<file path="config.mk">
export PLATFORM = sky130hd
export DESIGN_NAME = oversampling_average_filter
export DESIGN_NICKNAME = d
export VERILOG_FILES = /design/src/hw/os_filter_pkg.sv /design/src/hw/oversampling_average_filter.sv /design/src/hw/word_fifo.sv
export SDC_FILE = /design/constraint.sdc
export NUM_CORES = 2
export LEC_CHECK = 0
export BUFFER_PORTS_ARGS = -buffer_cell sky130_fd_sc_hd__buf_4
export CAP_MARGIN = 20
export CORE_MARGIN = 4
export CORE_UTILIZATION = 28
export CTS_CLUSTER_SIZE = 40
export DETAILED_ROUTE_END_ITERATION = 7
export SYNTH_ARGS = -nofsm -noshare
export SYNTH_HDL_FRONTEND = slang
export SYNTH_SLANG_ARGS = --single-unit
export TNS_END_PERCENT = 5
</file>
<file path="constraint.sdc">
create_clock -name clk -period 14.5 [get_ports clk]
set_input_delay 2.175 -clock clk [delete_from_list [all_inputs] [get_ports clk]]
set_output_delay 2.175 -clock clk [all_outputs]
set_load 0.005 [all_outputs]
</file>
<file path="src/hw/os_filter_pkg.sv">
// Purpose: Shared constants for the oversampling averaging filter
// Assumes: 50 MHz system clock, 14-bit two's complement samples
// Notes: Ratio codes and rates as seen by the host on the select pins
package os_filter_pkg;
	localparam int num_channels = 8;
	localparam int sample_width = 14;
	localparam int sel_width = 3;
	localparam int max_shift = 6;
	localparam int acc_width = sample_width + max_shift;
	localparam logic [2:0] sel_no_os = 3'h0;
	localparam logic [2:0] sel_max = 3'h6;
	localparam logic [2:0] sel_invalid = 3'h7;
	// Base rate is 200 kSPS, so one sample period is 5000 ns
	localparam int clk_period_ns = 20;
	localparam int sample_period_ns = 5000;
	localparam int sample_period_cycles = sample_period_ns / clk_period_ns;
	localparam int fifo_depth = 8;
	localparam int word_width = num_channels * sample_width;
	typedef enum logic [1:0] {st_idle, st_wait, st_strobe, st_done} state_t;
endpackage

</file>
<file path="src/hw/oversampling_average_filter.sv">
// Purpose: Per-channel averaging and decimation of converter samples
// Assumes: Sample inputs are valid when sample_valid is high
// Notes: Results pass through a FIFO before reaching the reader
//
// Contract
// - Code 000 gives one sample per start
// - Codes 001..110 give ratios 2 to 64
// - Throughput is 200 kSPS over ratio
// - First sample taken on start rising edge
// - Further samples launched by internal strobe
// - Average set, decimate to 14 bits
// - Eight channels averaged independently
// - Range pin picks 10 V or 5 V span
// - Results are two's complement, same format
`timescale 1ns/1ps
`default_nettype none
module oversampling_average_filter
	import os_filter_pkg::*;
#(
	parameter int channels = num_channels,
	parameter int period_cycles = sample_period_cycles
) (
	// Clock and reset
	input wire logic clk,
	input wire logic reset,
	// Host pins
	input wire logic conversion_start_a,
	input wire logic conversion_start_b,
	input wire logic [sel_width-1:0] oversample_select,
	input wire logic range_select,
	// Converter core
	output logic sample_strobe,
	output logic range_10v,
	input wire logic sample_valid,
	input wire logic [channels*sample_width-1:0] sample_data,
	// Result stream
	output logic result_valid,
	input wire logic result_ready,
	output logic [channels*sample_width-1:0] result_data,
	output logic busy
);
	localparam int ww = channels * sample_width;

	// Ratio as shift count; 111 is undefined and treated as no averaging
	function automatic logic [2:0] ratio_shift(input logic [2:0] sel);
		return (sel > sel_max) ? 3'h0 : sel;
	endfunction

	state_t state_q;
	logic start_q;
	logic start_rise;
	logic [2:0] shift_q;
	logic [6:0] remain_q;
	logic [15:0] gap_q;
	logic signed [acc_width-1:0] acc_q [channels];
	logic [ww-1:0] avg_d;
	logic fifo_in_valid;
	logic fifo_in_ready;
	logic fifo_out_valid;
	logic [ww-1:0] fifo_out_data;

	//----------------------------------------
	// Start edge detection
	//----------------------------------------
	// both start pins high now, not both high last cycle
	assign start_rise = conversion_start_a && conversion_start_b && !start_q;

	always_ff @(posedge clk) begin
		if (reset) begin
			start_q <= 1'b0;
		end else begin
			start_q <= conversion_start_a && conversion_start_b;
		end
	end

	//----------------------------------------
	// Sequencer
	//----------------------------------------
	// Starts arriving while busy are dropped; the host must pace them.
	always_ff @(posedge clk) begin
		if (reset) begin
			state_q <= st_idle;
			shift_q <= 3'h0;
			remain_q <= 7'h0;
			gap_q <= 16'h0;
			sample_strobe <= 1'b0;
			busy <= 1'b0;
		end else begin
			sample_strobe <= 1'b0;
			case (state_q)
				st_idle: begin
					if (start_rise) begin
						shift_q <= ratio_shift(oversample_select);
						remain_q <= 7'(1 << ratio_shift(oversample_select));
						sample_strobe <= 1'b1;
						busy <= 1'b1;
						state_q <= st_wait;
					end
				end
				st_wait: begin
					if (sample_valid) begin
						remain_q <= remain_q - 7'h1;
						gap_q <= 16'(period_cycles - 1);
						state_q <= (remain_q == 7'h1) ? st_done : st_strobe;
					end
				end
				st_strobe: begin
					// internal strobe paced at base rate
					if (gap_q == 16'h0) begin
						sample_strobe <= 1'b1;
						state_q <= st_wait;
					end else begin
						gap_q <= gap_q - 16'h1;
					end
				end
				st_done: begin
					if (fifo_in_ready) begin
						busy <= 1'b0;
						state_q <= st_idle;
					end
				end
				default: begin
					state_q <= st_idle;
				end
			endcase
		end
	end

	//----------------------------------------
	// Accumulators
	//----------------------------------------
	always_ff @(posedge clk) begin
		for (int i = 0; i < channels; i++) begin
			if (reset) begin
				acc_q[i] <= '0;
			end else if (state_q == st_idle && start_rise) begin
				acc_q[i] <= '0;
			end else if (state_q == st_wait && sample_valid) begin
				acc_q[i] <= acc_q[i] + acc_width'(signed'(
					sample_data[i*sample_width +: sample_width]));
			end
		end
	end

	always_comb begin
		avg_d = '0;
		for (int i = 0; i < channels; i++) begin
			avg_d[i*sample_width +: sample_width] =
				sample_width'(acc_q[i] >>> shift_q);
		end
	end

	//----------------------------------------
	// Result staging into the FIFO
	//----------------------------------------
	// Sums are settled in st_done, so the live average is pushed directly
	assign fifo_in_valid = (state_q == st_done);

	word_fifo #(
		.width(ww),
		.depth(fifo_depth)
	) u_fifo (
		.clk(clk),
		.reset(reset),
		.in_valid(fifo_in_valid),
		.in_ready(fifo_in_ready),
		.in_data(avg_d),
		.out_valid(fifo_out_valid),
		.out_ready(result_ready && result_valid),
		.out_data(fifo_out_data)
	);

	//----------------------------------------
	// Registered outputs
	//----------------------------------------
	// One-word skid: output register loads when empty or being taken.
	always_ff @(posedge clk) begin
		if (reset) begin
			result_valid <= 1'b0;
			result_data <= '0;
			range_10v <= 1'b0;
		end else begin
			range_10v <= range_select;
			if (!result_valid || result_ready) begin
				result_valid <= fifo_out_valid && !(result_valid && result_ready);
				result_data <= fifo_out_data;
			end
		end
	end

	//----------------------------------------
	// Checks
	//----------------------------------------
	property p_strobe_on_start;
		@(posedge clk) disable iff (reset)
		(state_q == st_idle && start_rise) |=> sample_strobe && busy;
	endproperty
	a_strobe_on_start: assert property (p_strobe_on_start)
		else $error("no strobe after start edge");

	property p_no_os_one_sample;
		@(posedge clk) disable iff (reset)
		(state_q == st_idle && start_rise && oversample_select == sel_no_os)
		|=> remain_q == 7'h1;
	endproperty
	a_no_os_one_sample: assert property (p_no_os_one_sample)
		else $error("code 000 did not request one sample");

	property p_ratio;
		@(posedge clk) disable iff (reset)
		(state_q == st_idle && start_rise && oversample_select <= sel_max)
		|=> remain_q == 7'(1 << $past(oversample_select));
	endproperty
	a_ratio: assert property (p_ratio)
		else $error("ratio does not match select code");

	property p_strobe_gap;
		@(posedge clk) disable iff (reset)
		(state_q == st_wait && sample_valid && remain_q != 7'h1)
		|=> !sample_strobe [*2];
	endproperty
	a_strobe_gap: assert property (p_strobe_gap)
		else $error("internal strobe too soon");

	property p_clear;
		@(posedge clk) disable iff (reset)
		(state_q == st_idle && start_rise) |=> acc_q[0] == '0;
	endproperty
	a_clear: assert property (p_clear)
		else $error("accumulator not cleared on start");

	property p_range;
		@(posedge clk) disable iff (reset)
		range_select |=> range_10v;
	endproperty
	a_range: assert property (p_range)
		else $error("range output does not follow pin");

	property p_internal;
		@(posedge clk) disable iff (reset)
		(sample_strobe && !$past(start_rise)) |-> $past(state_q) == st_strobe;
	endproperty
	a_internal: assert property (p_internal)
		else $error("strobe without start or pacing");

	property p_avg_one;
		@(posedge clk) disable iff (reset)
		(state_q == st_done && shift_q == 3'h0)
		|-> avg_d[sample_width-1:0] == acc_q[0][sample_width-1:0];
	endproperty
	a_avg_one: assert property (p_avg_one)
		else $error("ratio one result differs from sample");

	property p_done_pushes;
		@(posedge clk) disable iff (reset)
		(state_q == st_done && fifo_in_ready) |=> state_q == st_idle && !busy;
	endproperty
	a_done_pushes: assert property (p_done_pushes)
		else $error("result not handed on");
endmodule
`default_nettype wire

</file>
<file path="src/hw/word_fifo.sv">
// Purpose: Small flip-flop FIFO with valid and ready on both sides
// Assumes: Depth is a power of two
// Notes: Full and empty follow an occupancy counter
`timescale 1ns/1ps
`default_nettype none
module word_fifo #(
	parameter int width = 112,
	parameter int depth = 8
) (
	// Clock and reset
	input wire logic clk,
	input wire logic reset,
	// Fill side
	input wire logic in_valid,
	output logic in_ready,
	input wire logic [width-1:0] in_data,
	// Drain side
	output logic out_valid,
	input wire logic out_ready,
	output logic [width-1:0] out_data
);
	localparam int aw = $clog2(depth);
	logic [width-1:0] mem_q [depth];
	logic [aw-1:0] wr_q;
	logic [aw-1:0] rd_q;
	logic [aw:0] count_q;
	logic push;
	logic pop;

	assign in_ready = (count_q != (aw+1)'(depth));
	assign out_valid = (count_q != '0);
	assign out_data = mem_q[rd_q];
	assign push = in_valid && in_ready;
	assign pop = out_valid && out_ready;

	always_ff @(posedge clk) begin
		if (push) begin
			mem_q[wr_q] <= in_data;
		end
	end

	always_ff @(posedge clk) begin
		if (reset) begin
			wr_q <= '0;
			rd_q <= '0;
			count_q <= '0;
		end else begin
			if (push) begin
				wr_q <= wr_q + 1'b1;
			end
			if (pop) begin
				rd_q <= rd_q + 1'b1;
			end
			if (push && !pop) begin
				count_q <= count_q + 1'b1;
			end else if (pop && !push) begin
				count_q <= count_q - 1'b1;
			end
		end
	end
endmodule
`default_nettype wire

</file>
==> metrics <==
outcome=completed; drt wl/cell=21.5 um; clk buf depth=3; top post-synthesis cells by count=1,056 x edfxtp_1, 348 x nor2_1, 345 x mux2i_1; Synth area leader=edfxtp_1; row count=167; Initial DRT Pass Iterations=5; count of different cell masters after synthesis=72; remaining global-route overflow=0; sum of negative setup slack=0 ns; Hold WC Path Type=reg2reg; CTS tree=yes; WS Path Type=in2reg; vias in the first global route=36,471; met2 Resource Use GR=20.6%; Num CTS Buffers=120; final worst path period share=32.4%; Worst Path Arrival=5.08 ns; share of the synthesized area in the top cell type=54.5%; sequential area share after synthesis=59.8%; drt drc=0; initial antenna violation count=7; worst-path cell chain=buf_4, nand2b_1, nand2b_4, buf_4, buf_4; Slew Limit Fails=0; Synth Register Bits=1,211; nets=5,069; R2R setup slack=10.13 ns; RSZ-0062 raised after global routing=no; Most Used Layer, Global Route=met1; minimum clock period=4.70 ns; clock skew=0.0632 ns; GP Congestion=0.833; Placed Instances=7,341; die footprint=215,000 um2; Finished Cell Area=67,400 um2; Initial Util=28.1%; detailed-route via count=38,081; PortBufs=237; Root Buffer=clkbuf_16; Post-Syn Nets=4,885; slew margin rel.=22.3%; clock sink total=1,211; largest fanout on the critical path=51; CTS resizes=0; Post-synth EDFFs=1,056; setup bufs post-CTS=0; final hold violations=0; antenna viol nets, final=0; HPWL after detailed placement=105 mm; Area contributors post-synth=edfxtp_1 54%, mux2i_1 5.9%, mux2_2 5.4%, dfxtp_1 5.3%, ha_1 3.4%; worst path required time=14.88 ns; Leak Pwr=0.0231 uW; most frequent CP cell=buf_4; P per Cell Area=135 nW/um2; first-pass GRT wire length=240 mm; pre-CTS setup slack=8.97 ns; hold_ws=0.479 ns; Post-Synthesis Cell Area=58,200 um2; final instance count without filler cells=7,593; share of layout cells above drive strength 1=17.8%; Worst VDD drop=101 uV; clock latency on the worst-skew pair=0.78 ns; vias per cell=5.02; most instantiated library cell after synthesis=edfxtp_1; hold buffer count at CTS=0; Area growth, synth to finish=15.8%; largest net degree at the start of global routing=205; Core Region=207,000 um2; slowest stage cell on the critical path=buf_4; Top FF cell, synth=edfxtp_1; Slew @ Worst Pin=1.16 ns; grt met3 use=3.49%; fin worst setup slack=9.80 ns; Die X=464 um; Ys Warns=0; CTS H-tree depth=3; number of DRC markers in iteration 0=2,952; Routed WL=163 mm; cells after synthesis=4,594; Die Y-Extent=464 um; Critical Path Start Type=input pin; Critical Path End Type=flip-flop; Synth async-reset ratio=0%; Final Setup Violations=0; I/O pins=238; met1 Use GR=22.3%; placed inst area=63,100 um2; gr usage total=14.6%; maximum clock frequency=0.213 GHz; syn_area_per_cell=12.7 um2; max_cap viols=0; delay of the slowest critical-path stage=0.70 ns; clk slew on worst S/H paths=0.07 ns
sequential cells by signal, summed over array words and instances (netlist names):
signal	cells
acc_q	160
busy	1
gap_q	16
range_10v	1
remain_q	7
result_data	112
result_valid	1
sample_strobe	1
shift_q	3
start_q	1
state_q	2
u_fifo.count_q	4
u_fifo.mem_q	896
u_fifo.rd_q	3
u_fifo.wr_q	3
cells in the final DEF (no fill, tap or decap), types with 15 or more instances in the layout:
master,Yosys,routed
mux2_2,279,279
a31oi_1,22,22
clkbuf_1,191,26
buf_4,0,314
o21ai_1,1,17
or2_2,23,23
a311oi_1,116,116
xor2_1,67,67
a21o_1,67,67
nand3_1,48,48
nor2b_1,20,20
clkbuf_8,0,16
clkbuf_16,0,120
and3_1,15,15
edfxtp_1,1056,1056
xnor2_1,71,71
nor3_1,53,49
inv_1,36,35
a21oi_1,279,279
a22oi_1,115,115
o21bai_1,17,17
a21boi_0,117,117
ha_1,160,160
o211ai_1,63,63
o21ai_0,282,266
clkinv_2,0,20
a211oi_1,22,22
nand2b_1,29,27
clkinv_1,0,16
o31ai_1,25,21
nand2_1,292,292
o21a_1,20,20
mux2i_1,345,345
and2_1,32,32
dfxtp_1,155,149
nor2_1,348,344
cell families (layout without fill, tap and decap cells):
kind of cell	count (synthesis)	after routing	share of synthesized area, %
AOI/OAI and AO/OA	1218	1218	13.7
xor gates and xnor gates	138	138	2.08
adders and majority gates	169	169	3.75
buffers and inverters	312	600	2.10
DFF	1211	1211	59.8
muxes	632	632	11.6
other	0	7	0
and+or+nand+nor	914	914	6.92
stage by stage:
stage | utilization (%) | total power, uW
finish | 32.6 | 9120
global route | 32.6 | 9520
CTS | 32.5 | 9170
detailed placement | 30.5 | 5940
global placement | 30.5 | 5900
floorplan | - | 5300
final timing paths:
check / startpoint / to / cells past startpoint
hold reg to reg: remain_q[4] / remain_q[4] / 2
setup reg to reg: u_fifo.rd_q[0] / result_data[39] / 7
hold / removal: remain_q[4] / remain_q[4] / 2
setup / recovery: reset / acc_q[1][35] / 5
per-layer routing:
metal	wire length, um	up-vias	part of all wire, %
met1	82200	18951	50
met5	27	-	0.017
met4	2840	4	1.7
met2	67100	934	41
li1	-	18035	-
met3	11100	157	6.8
report_power, final:
group	switching, uW	leakage [uW]	internal [uW]
sequential	142	0.0111	4110
combinational	1050	0.00993	594
clock	1390	0.00199	1830
total	2590	0.0231	6530
worst max-delay path, delay by kind of cell:
| family | cells | cell delay, ns |
|---|---|---|
| buf+inv | 3 | 1.78 |
| simple gates | 2 | 0.99 |
final cells by class:
cell class | instances | area (um2)
Multi-Input combinational cell | 3071 | 22300
Clock inverter | 68 | 830
Fill cell | 20487 | 139000
Timing Repair Buffer | 337 | 2690
Clock buffer | 158 | 3270
Antenna cell | 7 | 17.5
Tap cell | 2704 | 3380
Sequential cell | 1211 | 34800
Inverter | 37 | 140
Power figures use the tool's default switching activity.
